$ cat config.mk
export PLATFORM = sky130hd
export DESIGN_NAME = pmw_ctrl
export DESIGN_NICKNAME = d
export VERILOG_FILES = /design/src/hdl/pmw_pkg.sv /design/src/hdl/pmw_edge_count.sv /design/src/hdl/pmw_ctrl.sv
export SDC_FILE = /design/constraint.sdc
export NUM_CORES = 1
export LEC_CHECK = 0
export ABC_CLOCK_PERIOD_IN_PS = 1800
export BUFFER_PORTS_ARGS = -buffer_cell sky130_fd_sc_hd__clkbuf_2
export CORE_ASPECT_RATIO = 2
export CORE_MARGIN = 8
export CORE_UTILIZATION = 35
export DETAILED_ROUTE_END_ITERATION = 10
export HOLD_SLACK_MARGIN = 0.05
export PLACE_DENSITY = 0.67
export REMOVE_ABC_BUFFERS = 1
export SYNTH_ARGS = -nofsm -noshare
export SYNTH_HDL_FRONTEND = slang
export SYNTH_SLANG_ARGS = --single-unit
export TNS_END_PERCENT = 5
$ cat constraint.sdc
create_clock -name CLK -period 1.8 [get_ports CLK]
set_input_delay 0 -clock CLK [delete_from_list [all_inputs] [get_ports CLK]]
set_output_delay 0 -clock CLK [all_outputs]
set_load 0.02 [all_outputs]
$ cat src/hdl/pmw_pkg.sv
// Shared constants and types for the power-mode and wake-up controller
package pmw_pkg;
    localparam int CLK_MHZ = 50;
    // Stabilisation counts in oscillator cycles
    localparam logic [10:0] XTAL_SETTLE_CYC = 11'h400;
    localparam logic [10:0] RC_HIGH_SETTLE_CYC = 11'h00f;
    localparam logic [10:0] SHORT_WAKE_CYC = 11'h001;
    localparam logic [10:0] CNT_RESET = 11'h000;
    // Divider selections that pick the low-speed source
    localparam logic [2:0] DIV_SUB_A = 3'h0;
    localparam logic [2:0] DIV_SUB_B = 3'h1;
    // System oscillator kinds
    typedef enum logic [1:0] {OSC_XTAL_HIGH, OSC_RC_HIGH, OSC_RC_LOW, OSC_XTAL_LOW} pmw_osc_type;
    typedef enum {ST_FAST_RUN, ST_SLOW_RUN, ST_DEEP_SLEEP, ST_LIGHT_SLEEP, ST_IDLE_OFF, ST_IDLE_ON,
                  ST_WAKE_WAIT, ST_WAKE_TEMP} pmw_mode_type;
endpackage

$ cat src/hdl/pmw_edge_count.sv
// Oscillator edge counter: synchronises a tick and counts it to a target
`timescale 1ns/10ps
`default_nettype none
module pmw_edge_count
(
    input wire logic CLK,
    input wire logic RSTN,
    input wire logic clear,
    input wire logic osc_tick,
    input wire logic [10:0] target,
    output logic done
);
    typedef struct packed {
        logic s1;
        logic s2;
        logic s3;
        logic [10:0] cnt;
        logic done;
    } pmw_cnt_type;
    pmw_cnt_type r;
    pmw_cnt_type next_r;

    always_comb
    begin
        next_r = r;
        next_r.s1 = osc_tick;
        next_r.s2 = r.s1;
        next_r.s3 = r.s2;
        if (clear)
        begin
            next_r.cnt = pmw_pkg::CNT_RESET;
            next_r.done = 1'b0;
        end
        else if (r.s2 && !r.s3 && !r.done)
        begin
            next_r.cnt = r.cnt + 11'h001;
            if (r.cnt + 11'h001 >= target)
                next_r.done = 1'b1;
        end
    end

    always_ff @(posedge CLK)
    begin
        if (!RSTN)
            r <= '0;
        else
            r <= next_r;
    end
    assign done = r.done;
endmodule
`default_nettype wire

$ cat src/hdl/pmw_ctrl.sv
// Power-mode, clock-switching and wake-up controller
`timescale 1ns/10ps
`default_nettype none
module pmw_ctrl
(
    input wire logic CLK,
    input wire logic RSTN,
    input wire logic STOP_INSTRUCTION,
    input wire logic WAKE_EVENT,
    input wire logic IDLE_ENABLE,
    input wire logic IDLE_CLOCK_KEEP,
    input wire logic FAST_WAKE_ENABLE,
    input wire logic SYSTEM_CLOCK_SELECT,
    input wire logic [2:0] CLOCK_DIVIDER_SELECT,
    input wire logic [1:0] SYSTEM_OSC_KIND,
    input wire logic WATCHDOG_ON,
    input wire logic VOLTAGE_DETECTOR_ON,
    input wire logic HIGH_OSC_TICK,
    input wire logic LOW_OSC_TICK,
    input wire logic LOW_OSC_STABLE,
    input wire logic STATUS_CLEAR,
    output logic HIGH_OSC_ENABLE,
    output logic SUB_CLOCK_ENABLE,
    output logic SYSTEM_CLOCK_RUN,
    output logic SYSTEM_ON_SUB_CLOCK,
    output logic CPU_HALT,
    output logic STATE_HOLD,
    output logic HIGH_OSC_READY_FLAG,
    output logic LOW_OSC_READY_FLAG,
    output logic POWER_DOWN_FLAG,
    output logic TIMEOUT_FLAG,
    output logic WATCHDOG_CLEAR,
    output logic WATCHDOG_RUN
);
    typedef struct packed {
        logic [2:0] sync_in;
        logic [2:0] sync_out;
        logic wake_s1;
        logic wake_s2;
        logic stop_s1;
        logic stop_s2;
        logic stop_s3;
        logic lsta_s1;
        logic lsta_s2;
        pmw_pkg::pmw_mode_type mode;
        logic fast_wake;
        logic short_wake;
        logic hi_osc_en;
        logic sub_en;
        logic sys_run;
        logic on_sub;
        logic halt;
        logic hold;
        logic hi_ready;
        logic lo_ready;
        logic power_down_flag;
        logic tof;
        logic wdt_clr;
        logic wdt_run;
    } pmw_ctrl_type;
    pmw_ctrl_type r;
    pmw_ctrl_type next_r;
    logic cnt_clear;
    logic cnt_done;
    logic [10:0] cnt_target;
    logic sel_tick;
    logic stop_pulse;
    logic slow_req;
    logic sub_needed;

    assign stop_pulse = r.stop_s2 && !r.stop_s3;
    // Slow run: select low and the divider picks the sub clock
    assign slow_req = !SYSTEM_CLOCK_SELECT &&
        (CLOCK_DIVIDER_SELECT == pmw_pkg::DIV_SUB_A || CLOCK_DIVIDER_SELECT == pmw_pkg::DIV_SUB_B);
    assign sub_needed = WATCHDOG_ON || VOLTAGE_DETECTOR_ON;
    // Crystals settle on 1024 edges, high RC on 15, low RC one edge after sync
    // The idle state is gone once counting starts, so a latched flag marks the short wake
    assign cnt_target = (r.short_wake || SYSTEM_OSC_KIND == pmw_pkg::OSC_RC_LOW) ? pmw_pkg::SHORT_WAKE_CYC :
        (SYSTEM_OSC_KIND == pmw_pkg::OSC_RC_HIGH) ? pmw_pkg::RC_HIGH_SETTLE_CYC : pmw_pkg::XTAL_SETTLE_CYC;
    assign sel_tick = (SYSTEM_OSC_KIND == pmw_pkg::OSC_RC_LOW || SYSTEM_OSC_KIND == pmw_pkg::OSC_XTAL_LOW)
        ? LOW_OSC_TICK : HIGH_OSC_TICK;
    assign cnt_clear = !(r.mode == pmw_pkg::ST_WAKE_WAIT || r.mode == pmw_pkg::ST_WAKE_TEMP);

    pmw_edge_count u_settle
    (
        .CLK(CLK),
        .RSTN(RSTN),
        .clear(cnt_clear),
        .osc_tick(sel_tick),
        .target(cnt_target),
        .done(cnt_done)
    );

    always_comb
    begin
        next_r = r;
        next_r.wake_s1 = WAKE_EVENT;
        next_r.wake_s2 = r.wake_s1;
        next_r.stop_s1 = STOP_INSTRUCTION;
        next_r.stop_s2 = r.stop_s1;
        next_r.stop_s3 = r.stop_s2;
        next_r.lsta_s1 = LOW_OSC_STABLE;
        next_r.lsta_s2 = r.lsta_s1;
        next_r.wdt_clr = 1'b0;
        next_r.lo_ready = r.lsta_s2 && r.sub_en;
        if (STATUS_CLEAR)
        begin
            next_r.power_down_flag = 1'b0;
        end
        unique case (r.mode)
            pmw_pkg::ST_FAST_RUN, pmw_pkg::ST_SLOW_RUN:
            begin
                next_r.halt = 1'b0;
                next_r.hold = 1'b0;
                next_r.sys_run = 1'b1;
                next_r.sub_en = 1'b1;
                next_r.short_wake = 1'b0;
                if (slow_req && r.lo_ready)
                begin
                    next_r.mode = pmw_pkg::ST_SLOW_RUN;
                    next_r.on_sub = 1'b1;
                    next_r.hi_osc_en = 1'b0;
                    next_r.hi_ready = 1'b0;
                end
                else if (!slow_req)
                begin
                    next_r.mode = pmw_pkg::ST_FAST_RUN;
                    next_r.hi_osc_en = 1'b1;
                    next_r.on_sub = 1'b0;
                    if (!r.hi_ready)
                        next_r.mode = pmw_pkg::ST_WAKE_WAIT;
                end
                if (stop_pulse)
                begin
                    next_r.halt = 1'b1;
                    next_r.hold = 1'b1;
                    next_r.power_down_flag = 1'b1;
                    next_r.tof = 1'b0;
                    next_r.wdt_clr = 1'b1;
                    if (IDLE_ENABLE)
                    begin
                        next_r.mode = IDLE_CLOCK_KEEP ? pmw_pkg::ST_IDLE_ON : pmw_pkg::ST_IDLE_OFF;
                        next_r.sys_run = IDLE_CLOCK_KEEP;
                        next_r.wdt_run = 1'b1;
                    end
                    else if (!sub_needed)
                    begin
                        next_r.mode = pmw_pkg::ST_DEEP_SLEEP;
                        next_r.sys_run = 1'b0;
                        next_r.sub_en = 1'b0;
                        next_r.hi_osc_en = 1'b0;
                        next_r.wdt_run = 1'b0;
                    end
                    else
                    begin
                        next_r.mode = pmw_pkg::ST_LIGHT_SLEEP;
                        next_r.sys_run = 1'b0;
                        next_r.wdt_run = 1'b1;
                    end
                    if (!IDLE_CLOCK_KEEP || !IDLE_ENABLE)
                        next_r.hi_ready = 1'b0;
                end
            end
            pmw_pkg::ST_DEEP_SLEEP, pmw_pkg::ST_LIGHT_SLEEP, pmw_pkg::ST_IDLE_OFF, pmw_pkg::ST_IDLE_ON:
            begin
                if (r.wake_s2)
                begin
                    next_r.sub_en = 1'b1;
                    next_r.hi_osc_en = !r.on_sub;
                    next_r.wdt_run = sub_needed;
                    // temp clock not from deep sleep
                    next_r.fast_wake = FAST_WAKE_ENABLE && !r.on_sub &&
                        SYSTEM_OSC_KIND == pmw_pkg::OSC_XTAL_HIGH &&
                        (r.mode == pmw_pkg::ST_LIGHT_SLEEP || r.mode == pmw_pkg::ST_IDLE_OFF);
                    next_r.short_wake = (r.mode == pmw_pkg::ST_IDLE_ON);
                    next_r.mode = r.on_sub ? pmw_pkg::ST_SLOW_RUN :
                        (FAST_WAKE_ENABLE && SYSTEM_OSC_KIND == pmw_pkg::OSC_XTAL_HIGH &&
                        (r.mode == pmw_pkg::ST_LIGHT_SLEEP || r.mode == pmw_pkg::ST_IDLE_OFF)) ?
                        pmw_pkg::ST_WAKE_TEMP : pmw_pkg::ST_WAKE_WAIT;
                    if (r.on_sub)
                    begin
                        next_r.sys_run = 1'b1;
                        next_r.halt = 1'b0;
                        next_r.hold = 1'b0;
                    end
                end
            end
            pmw_pkg::ST_WAKE_TEMP:
            begin
                next_r.sys_run = 1'b1;
                next_r.on_sub = 1'b1;
                next_r.halt = 1'b0;
                next_r.hold = 1'b0;
                if (cnt_done)
                begin
                    next_r.hi_ready = 1'b1;
                    next_r.on_sub = 1'b0;
                    next_r.fast_wake = 1'b0;
                    next_r.mode = pmw_pkg::ST_FAST_RUN;
                end
            end
            pmw_pkg::ST_WAKE_WAIT:
            begin
                next_r.hi_osc_en = 1'b1;
                if (cnt_done)
                begin
                    next_r.hi_ready = 1'b1;
                    next_r.sys_run = 1'b1;
                    next_r.on_sub = 1'b0;
                    next_r.halt = 1'b0;
                    next_r.hold = 1'b0;
                    next_r.mode = pmw_pkg::ST_FAST_RUN;
                end
            end
        endcase
    end

    always_ff @(posedge CLK)
    begin
        if (!RSTN)
        begin
            r <= '0;
            r.mode <= pmw_pkg::ST_WAKE_WAIT;
            r.hi_osc_en <= 1'b1;
            r.sub_en <= 1'b1;
        end
        else
            r <= next_r;
    end

    assign HIGH_OSC_ENABLE = r.hi_osc_en;
    assign SUB_CLOCK_ENABLE = r.sub_en;
    assign SYSTEM_CLOCK_RUN = r.sys_run;
    assign SYSTEM_ON_SUB_CLOCK = r.on_sub;
    assign CPU_HALT = r.halt;
    assign STATE_HOLD = r.hold;
    assign HIGH_OSC_READY_FLAG = r.hi_ready;
    assign LOW_OSC_READY_FLAG = r.lo_ready;
    assign POWER_DOWN_FLAG = r.power_down_flag;
    assign TIMEOUT_FLAG = r.tof;
    assign WATCHDOG_CLEAR = r.wdt_clr;
    assign WATCHDOG_RUN = r.wdt_run;

    a_deep_stops_clocks: assert property (@(posedge CLK) disable iff (!RSTN)
        r.mode == pmw_pkg::ST_DEEP_SLEEP |-> !r.sub_en && !r.sys_run)
        else $error("deep sleep with a clock running");
    a_light_keeps_sub: assert property (@(posedge CLK) disable iff (!RSTN)
        r.mode == pmw_pkg::ST_LIGHT_SLEEP |-> r.sub_en && r.wdt_run && !r.sys_run)
        else $error("light sleep lost sub clock");
    a_sleep_flags: assert property (@(posedge CLK) disable iff (!RSTN)
        $rose(r.halt) |-> r.power_down_flag && !r.tof && r.wdt_clr)
        else $error("sleep entry flags wrong");
    a_slow_stops_high: assert property (@(posedge CLK) disable iff (!RSTN)
        r.mode == pmw_pkg::ST_SLOW_RUN |-> !r.hi_osc_en)
        else $error("high clock running in slow run");
    a_temp_not_deep: assert property (@(posedge CLK) disable iff (!RSTN)
        $past(r.mode) == pmw_pkg::ST_DEEP_SLEEP |-> r.mode != pmw_pkg::ST_WAKE_TEMP)
        else $error("temp clock from deep sleep");
    a_idle_keep: assert property (@(posedge CLK) disable iff (!RSTN)
        r.mode == pmw_pkg::ST_IDLE_ON |-> r.sys_run && r.halt)
        else $error("idle clock-on lost system clock");
    a_ready_then_run: assert property (@(posedge CLK) disable iff (!RSTN)
        $rose(r.hi_ready) |-> r.mode == pmw_pkg::ST_FAST_RUN && !r.on_sub)
        else $error("ready without switching to high clock");
    a_hold_in_sleep: assert property (@(posedge CLK) disable iff (!RSTN)
        r.mode == pmw_pkg::ST_LIGHT_SLEEP |-> r.hold && r.halt)
        else $error("state not held in sleep");
endmodule
`default_nettype wire

# After elaboration in Yosys (flattened, before gate mapping)
# Index checks and enable logic that the tools add are counted.
[op_classes] mux=47 eq_ne=23 n_lt_le_gt_ge=1 add_sub_neg=1 reduce_logical=43
[ops] cell="$eq A32 B3 Y1 const B" count=5
[ops] cell="$mux W32" count=5
[ops] cell="$eq A32 B4 Y1 const B" count=4
[ops] cell="$pmux W32 S4" count=1
[ops] cell="$eq A32 B2 Y1 const B" count=2
[ops] cell="$mux W37" count=1
[ops] cell="$mux W33" count=1
[ops] cell="$eq A32 B1 Y1 const B" count=1
[ops] cell="$logic_not A32 Y1" count=1
[ops] cell="$mux W11" count=2
[ops] cell="$mux W1" count=18
[ops] cell="$mux W3" count=5
[ops] cell="$reduce_and A3 Y1" count=4
[ops] cell="$add A11 B1 Y11 const B" count=1
[ops] cell="$ge A11 B11 Y1" count=1
[ops] cell="$logic_and A1 B1 Y1" count=11
[ops] cell="$reduce_and A2 Y1" count=5
[ops] cell="$pmux W1 S3" count=3
[ops] cell="$mux W2" count=4
[ops] cell="$pmux W2 S4" count=1
[ops] cell="$logic_not A1 Y1" count=7
[ops] cell="$logic_or A1 B1 Y1" count=7
[ops] cell="$ne A2 B2 Y1 const B" count=3
[ops] cell="$pmux W1 S2" count=3
[ops] cell="other kinds (16)" count=19
[totals] input_bits=19 ff_bits=66

# Depth between registers and ports, before layout
# Gate-level depths: netlist of the first run.
[depth] ltp_word=9 ltp_mapped=9

# Cells and area by module
# A second synthesis of the first run with hierarchy kept.
[unflattened] cells_unflattened=241 area_unflattened_um2=2117.0
[modules_own_cells] mod="pmw_ctrl" area_per_inst_um2=1086.0 n_inst=1 cells_per_inst=121 seq_area_each_um2=420.4
[modules_own_cells] mod="pmw_edge_count" area_per_inst_um2=1031.0 n_inst=1 cells_per_inst=120 seq_area_each_um2=300.3

# Least setup slack after synthesis of the first run
# OpenSTA, ideal clock, no wires.
[synth_path] path_kind="register to register" start="register u_settle.r[1] (netlist name)" end="register u_settle.r, in the netlist u_settle.done" period_less_slack_ns=1.816 stages_incl_launch_ff=9 n_path_buf=0 slack_ns=-0.016 setup_time_ns=0.121 arrival_time_ns=1.695 required_time_ns=1.679 cell_sequence="dfxtp_1 -> ha_1 -> and3_4 -> nand3_4 -> nor3_1 -> xor2_1 -> ha_1 -> nand4_1 -> o22ai_1"
[synth_between] elab_chain_cells=3
[synth_lines] element="from (decl)" line_no="pmw_edge_count.sv:20" rtl="pmw_cnt_type r;"
[synth_lines] element="from (signal assigned)" line_no="pmw_edge_count.sv:47" rtl="r <= next_r;"
[synth_lines] element="$add A11 B1 Y11" line_no="pmw_edge_count.sv:37" rtl="if (r.cnt + 11'h001 >= target)"
[synth_lines] element="$ge A11 B11 Y1" line_no="pmw_edge_count.sv:37"
[synth_lines] element="$reduce_and A2 Y1 (no source line)"
# No other way between the ends.
# A chain may end at the register's enable or synchronous reset.

# Worst setup path after layout of the first run
# Ends and elaborated chain as after synthesis.

==> results.txt, run 1 <==
Counting the fill cells in the layout gives 532. Wires add up to around 4500 um. In this run the tool buffered the top-level ports with 28 buffer cells. The buffer levels on the longest clock path is 2. The initial DRC count came out at 72. The worst setup path is launched from a flip-flop. The clock network power share came out at ~40%.

The initial cell density of the core came out at between 30 and 40%. The clock period could shrink to about 1.7 ns. The relative contribution of combinational cells to total power came out at around an eighth. The number of library cell types mapped by synthesis came out at 53.

Entering global routing, the biggest net connects 22 pins. The library cell used most frequently in the layout, excluding fill and tap cells, is sky130_fd_sc_hd__dfxtp_1. Walking the worst path, the cells encountered are ha_4 > xor2_1 > ha_1 > o21ai_0 > a21oi_1 > a21oi_1 > o2111a_1 > o22ai_1. The run finished with clean final reports. The static power due to leakage came out at 0.9441 nW. The floorplan step set the die width to roughly 68 um. The I/O pin count came out at 31.

The largest single stage delay on the critical path is roughly 0.34 ns. The diode insertion count for antenna repair came out at 0. The final number of setup-violating endpoints is 0.

The area of the core came out at around 5300 um^2. The final number of hold-violating endpoints is 0. IR analysis of the VDD net gives a maximum drop of 0.5901 mV. Clock-pin slew was measured on the worst setup and hold paths at ~0.070 ns. The clock buffer count from CTS is 5. The slowest library cell on the worst path is sky130_fd_sc_hd__dfxtp_2.

The required arrival time at the worst endpoint came out at 1.96 ns. TritonCTS built the clock tree. The top cell types in the final layout, fill and taps aside, are sky130_fd_sc_hd__dfxtp_1 (32), sky130_fd_sc_hd__clkbuf_2 (28), sky130_fd_sc_hd__nor2_1 (25).

Global routing finished with a remaining overflow of 0. The number of global-route vias before repair came out at ~1800. For this run, the leading register cell type out of synthesis is sky130_fd_sc_hd__dfxtp_1. The count of final max-slew check failures is 0. The clock skew came out at 0.007450 ns. Yosys mapped a number of flops with a built-in enable equal to 0. Registers are responsible for between 40 and 50% of the overall power. The worst setup path is captured at a flip-flop. The tree is rooted in a sky130_fd_sc_hd__clkbuf_8. The area growth from synthesis to layout came out at 22.87%.

The total number of H-tree levels came out at 2. The insertion delay of the later-clocked pin in the worst-skew pair came out at ~0.29 ns. The detailed-route wire length per cell came out at approximately 14 um. The maximum clock frequency is slightly below 600 MHz. The die outline area is 8218 um^2. The fraction of final layout cells sized beyond drive strength 1 is between 20% and 30%. The vias per cell came out at about 5.2.

In this run switching power makes up between 20 and 30% of total power. The class of the tightest hold or removal check is primary input to flip-flop. The power per cell area is approximately 760 nW/um^2.

Among the stages of the critical path, the cell type that occurs most often is sky130_fd_sc_hd__a21oi_1. The overall fraction of global-route tracks in use is approximately 11%. The arrival time of data at the critical path endpoint is roughly 1.9 ns. The share of synthesized flip-flops with an asynchronous set or reset came out at 0%.

The final antenna-violating net count is 0. Of all nets on the critical path, the largest fanout is 4. The routed via count came out at 1710. The mapped netlist covers ~1900 um^2. The weighted congestion reported at the end of routability-driven placement came out at 0.8784. Summed over all nets, the half-perimeter wirelength after detailed placement is approximately 3300 um. Synthesis handed over a netlist of 227 instances. The post-synthesis sequential element count is 36.

The number of antenna violations at the first check in global routing came out at 0. The critical path is of the flip-flop to flip-flop type. Row generation in the floorplan step produced 38 rows.

The internal portion of the total power is 0.001336 W. Summing internal, switching and leakage power gives ~0.0018 W. The remaining routing DRC violations is 0.

The first-pass iteration count of the detailed router is 4. The average footprint of a synthesized cell came out at 8.411 um^2. The portion of the clock cycle consumed by the worst path in the final layout came out at between 90 and 100%.

Counting every sink on the clock net gives 36. For this design the total switching power over the nets is about 0.00045 W. Of the synthesized area, sequential elements account for between 30% and 40%. At the end of the flow, the number of nets in the layout was 291. The cell count after placement came out at 310. The wire length of the first global-routing pass is 7541 um. The die span in y came out at 120.5 um.

Max-cap violations in this run came to 0. The number of standard cells in the layout, taps in and fillers out is between 300 and 400. The Yosys warning count came out at 0.
==> flip-flops by register name, indices dropped and copies added (netlist names) <==
signal and count:
SUB_CLOCK_ENABLE 1, CPU_HALT 1, u_settle.next_r 2, HIGH_OSC_READY_FLAG 1, HIGH_OSC_ENABLE 1, u_settle.done 1
r 7, SYSTEM_ON_SUB_CLOCK 1, WATCHDOG_CLEAR 1, u_settle.r 12, LOW_OSC_READY_FLAG 1, next_r 4
POWER_DOWN_FLAG 1, SYSTEM_CLOCK_RUN 1, WATCHDOG_RUN 1
==> routing by layer <==
layer | up-vias | share of wire, % | track usage [%]
met5 | - | 0 | 0
met4 | 0 | 1.4 | 4.129
met3 | 7 | 5.8 | 3.244
met2 | 39 | 49 | 18.78
met1 | 798 | 44 | 13.44
li1 | 866 | - | -
==> path summary, 6_finish.rpt <==
path                         startpoint                    endpoint  slack [ns]  cells after the start
max reg2reg  u_settle.r[1]$_SDFFE_PN0P_  u_settle.done$_SDFFE_PN0P_        0.08                      8
min                  SYSTEM_OSC_KIND[0]          r[14]$_SDFFE_PN0P_        0.06                      4
max          u_settle.r[1]$_SDFFE_PN0P_  u_settle.done$_SDFFE_PN0P_        0.08                      8
min reg2reg       next_r[49]$_SDFF_PN0_       next_r[48]$_SDFF_PN0_        0.44                      1
==> metrics by stage <==
| stage | hold slack (ns) | util (%) | cell area [um^2] | TNS, ns | setup slack (ns) |
|---|---|---|---|---|---|
| floorplan | 0.06194 | - | 1843 | -0.02587 | -0.02587 |
| global placement | 0.2115 | 39.64 | 2111 | 0 | 0.04129 |
| detailed placement | 0.2114 | 39.64 | 2111 | -0.009385 | -0.009385 |
| CTS | 0.05351 | 43.49 | 2316 | 0 | 0.009985 |
| global route | 0.1024 | 44.06 | 2346 | -0.00004929 | -0.00004929 |
| finish | 0.06386 | 44.06 | 2346 | 0 | 0.08317 |
==> power by group through the flow <==
stage	sequential, W	combinational [W]	clock [W]
after floorplan	0.000875	0.000116	0
after global placement	0.000865	0.000197	0
after detailed placement	0.000867	0.000203	0
after CTS	0.000848	0.000220	0.000729
after global routing	0.000853	0.000246	0.000760
final	0.000850	0.000222	0.000710
==> worst max-delay path: cells and delay by family, from the launching register on <==
kind	cells	cell delay [ns]
AOI/OAI and AO/OA	5	0.62
xor gates and xnor gates	1	0.15
DFF	1	0.34
adders and majority gates	2	0.48
==> cell usage after synthesis, drive strengths merged (3+ instances only) <==
master	count	area share (%)
a21oi	12	3.1
and2	12	3.9
and3	3	1.2
buf	8	2.7
clkbuf	4	0.79
dfxtp	36	38
ha	6	3.9
inv	6	1.2
mux2i	3	1.6
nand2	18	3.5
nand2b	4	1.3
nand3	12	4.1
nor2	27	5.6
nor2b	7	2.3
nor3	6	2.1
nor4	3	1.3
o21ai	11	2.9
o22ai	3	0.98
or2	3	0.98
or3	4	1.3
xnor2	8	3.7
xor2	5	2.3
==> cell families after synthesis <==
logic type / synth area share [%]
compound gates: 15.40
other cells: 0.1964
xor+xnor: 5.963
fa+ha+maj: 3.932
flops: 37.75
buf+inv: 4.652
simple gates: 30.54
mux: 1.573
==> area by class of cell <==
cell class	count	area [um^2]	share of cell area (%)
Tap cell	60	75.07	3.200
Multi-Input combinational cell	173	1129	48.11
Clock buffer	6	72.57	3.093
Sequential cell	36	725.7	30.93
Clock inverter	2	35.03	1.493
Inverter	6	22.52	0.9600
Timing Repair Buffer	44	286.5	12.21
==> timing repair <==
action | in CTS | in global routing
endpoints found under the setup margin | 1 | 1
endpoints found under the hold margin | 7 | 0
pin swaps | 0 | 3
hold buffers | 9 | 0
setup buffers | 0 | 0
gates resized for setup | 2 | 8
Power figures use the tool's default switching activity.
==> run 2: changes to the inputs <==
Settings changed: MAX_ROUTING_LAYER from default to met4, PLACE_DENSITY 0.67 to default, SKIP_CTS_REPAIR_TIMING from default to 1.
==> run 2 against run 1 <==
- first-iteration DRC count rose by 4.2%
- count of clock-buffer cells in the layout fell by 1
- critical path depth fell by 1
- sequential power barely moved
- non-clock buffer count rose by 2
- core utilization rose by 0.63 points
- maximum frequency rose by 2.0%
- sequential share of layout area fell by 0.49 points
- register-to-register slack improved by 0.03 ns
- largest power group unchanged
- global-route usage fell by 0.66 points
==> results.txt, run 2 (synthesis gave the netlist of run 1 again) <==
Dividing the final minimum period by the clock period gives between 90% and 100%. The arrival time of data at the critical path endpoint came out at between 1.5 and 2 ns. In this run the remaining antenna-violating nets after routing total 0. The launch point of the worst hold path is IDLE_ENABLE. The met3 usage is 3.429%. The wire length of the first global-routing pass is approximately 6900 um. The initial DRC count is 75.

Overall power consumption after layout is estimated at 0.001776 W. The clock sink total is 36. In this run the worst setup path begins at u_settle.r[1]$_SDFFE_PN0P_.

The number of rows in the core area came out at 38. The count of port buffers added during placement is 28. The depth of the worst register-to-register path is 7. The half-perimeter wire length of the detailed placement result is about 3200 um. The remaining routing DRC violations is 0.

The required arrival time at the worst endpoint came out at approximately 2.0 ns. The worst hold path belongs to the class primary input to flip-flop. The kind of start point of the critical path is a flip-flop.

The slowest library cell on the worst path is sky130_fd_sc_hd__or3_1. The switching power total came out at between 0.0004 and 0.0005 W. The largest net degree at the start of global routing came out at 15. The diode insertion count for antenna repair came out at 0. Global routing used 13.00% of the available met1 tracks. Timing would allow up to slightly below 600 MHz. The total negative slack is 0 ns. The number of global-route vias before repair came out at roughly 1600.

The final period demand of the worst path is ~1.7 ns. The largest stage delay on the critical path came out at between 0.3 and 0.4 ns. The tool flagged a number of max-cap violations equal to 0. The count of final max-slew check failures came out at 0. The weighted congestion reported at the end of routability-driven placement is roughly 0.82. The met2 demand-to-capacity share in global routing came out at about 17%.

The overall fraction of global-route tracks in use came out at a little over a tenth. For this run the aggregate overflow at the end of global routing stands at 0. The relative contribution of combinational cells to total power is 12.7%. The total number of H-tree levels came out at 2. The top cell types in the final layout, fill and taps aside, are sky130_fd_sc_hd__dfxtp_1 (33), sky130_fd_sc_hd__clkbuf_2 (28), sky130_fd_sc_hd__nor2_1 (25). The final number of setup-violating endpoints came out at 0. The layer flagged by global routing as most heavily used is met2.

The insertion delay of the later-clocked pin in the worst-skew pair is 0.29 ns. The flow ran to the end, and the final reports show no timing, DRC or antenna violations. The final number of hold-violating endpoints came out at 0. Ranked by flip-flop count, first place goes to u_settle.r. The number of antenna violations at the first check in global routing is 0. The net switching fraction of the power came out at 24.70%. The critical path goes through ha_4 > buf_4 > nand3_2 > or3_1 > a211oi_2 > o2111a_1 > o22ai_1.

The fraction of final layout cells sized beyond drive strength 1 is around a quarter. The internal power contribution is between 0.001 and 0.0015 W. The number of cells traversed by the worst hold path is 3. Sequential cells account for 47.7% of the total power. The highest ir drop seen on vdd came out at ~0.58 mV. The worst setup path is of the flip-flop to flip-flop kind. The I/O pin count came out at 31. The worst setup path is captured at a flip-flop. The library cell used most frequently in the layout, excluding fill and tap cells, is sky130_fd_sc_hd__dfxtp_1. After detailed routing, the average wire length per cell comes to 12.65 um. The TritonCTS clock tree is done.

The clock arrives with between 0.003 and 0.004 ns of skew. The buffer levels on the longest clock path is 2. Clock-pin slew was measured on the worst setup and hold paths at 0.07 ns. The area growth from synthesis to layout came out at 24.64%. For this design the static power due to leakage is 0.9437 nW. The final wirelength is roughly 4200 um. The die outline area is around 8200 um^2. The clock network power share is around two fifths.

The cell chosen for the clock root is sky130_fd_sc_hd__clkbuf_8. The power per cell area is around 750 nW/um^2. The register with the most flip-flops in the layout has 12 of them.

Dividing the detail-routed via count by the number of cells gives slightly above 5. The die is between 100 and 150 um tall. The initial cell density of the core is between 30% and 40%. The worst register-to-register path begins at u_settle.r[1]$_SDFFE_PN0P_. Of all nets on the critical path, the largest fanout is 4.

The die is between 60 and 70 um wide. The layout net count is approximately 290. Across all layers, the routed design uses about 1700 vias. The area of the core is around 5300 um^2. The clock buffer count from CTS came out at 5. The first detailed-routing pass ran for 4 iterations.
[run 2: area by class of cell]
cell class                      count  area [um^2]
Timing Repair Buffer               46        301.5
Tap cell                           60        75.07
Clock inverter                      3        42.54
Sequential cell                    36        724.4
Fill cell                         542         2945
Clock buffer                        5        68.82
Inverter                            6        22.52
Multi-Input combinational cell    173         1145
[run 2: through the flow]
step	setup WS (ns)	cell area, um^2	std cells	util (%)	hold WS [ns]
CTS	0.03996	2237	320	42.01	-0.09695
global placement	0.06769	2126	312	39.92	0.2126
global route	-0.0007059	2380	329	44.69	0.09249
detailed placement	0.05144	2126	312	39.92	0.2113
finish	0.1165	2380	329	44.69	0.07187
floorplan	-0.02587	1843	215	-	0.06194
[run 2: path summary, 6_finish.rpt]
check	to	slack [ns]
max	u_settle.done$_SDFFE_PN0P_	0.12
min	SYSTEM_CLOCK_RUN$_SDFFE_PN0P_	0.07
max reg2reg	u_settle.done$_SDFFE_PN0P_	0.12
min reg2reg	r[46]$_SDFF_PN0_	0.44
[run 2: metal layers]
| metal | up-vias | share of wire, % | wire [um] |
|---|---|---|---|
| li1 | 871 | - | - |
| met1 | 771 | 47 | 1971 |
| met2 | 37 | 47 | 1960 |
| met3 | 4 | 5.1 | 214 |
| met4 | 0 | 0.41 | 17 |
| met5 | - | 0 | 0 |
[run 2: critical path: cells and delay by family (launching register included)]
family / cells / cell delay, ns
and+or+nand+nor: 2 / 0.48
DFF: 1 / 0.36
AOI/OAI and AO/OA: 3 / 0.46
buffers and inverters: 1 / 0.11
adders and majority gates: 1 / 0.15
[run 2: power groups by stage]
stage               Sequential (W)  Clock [W]  Combinational (W)
floorplan                 0.000875          0           0.000116
global placement          0.000863          0           0.000202
detailed placement        0.000864          0           0.000208
CTS                       0.000845   0.000731           0.000210
global route              0.000852   0.000769           0.000254
finish                    0.000848   0.000702           0.000226
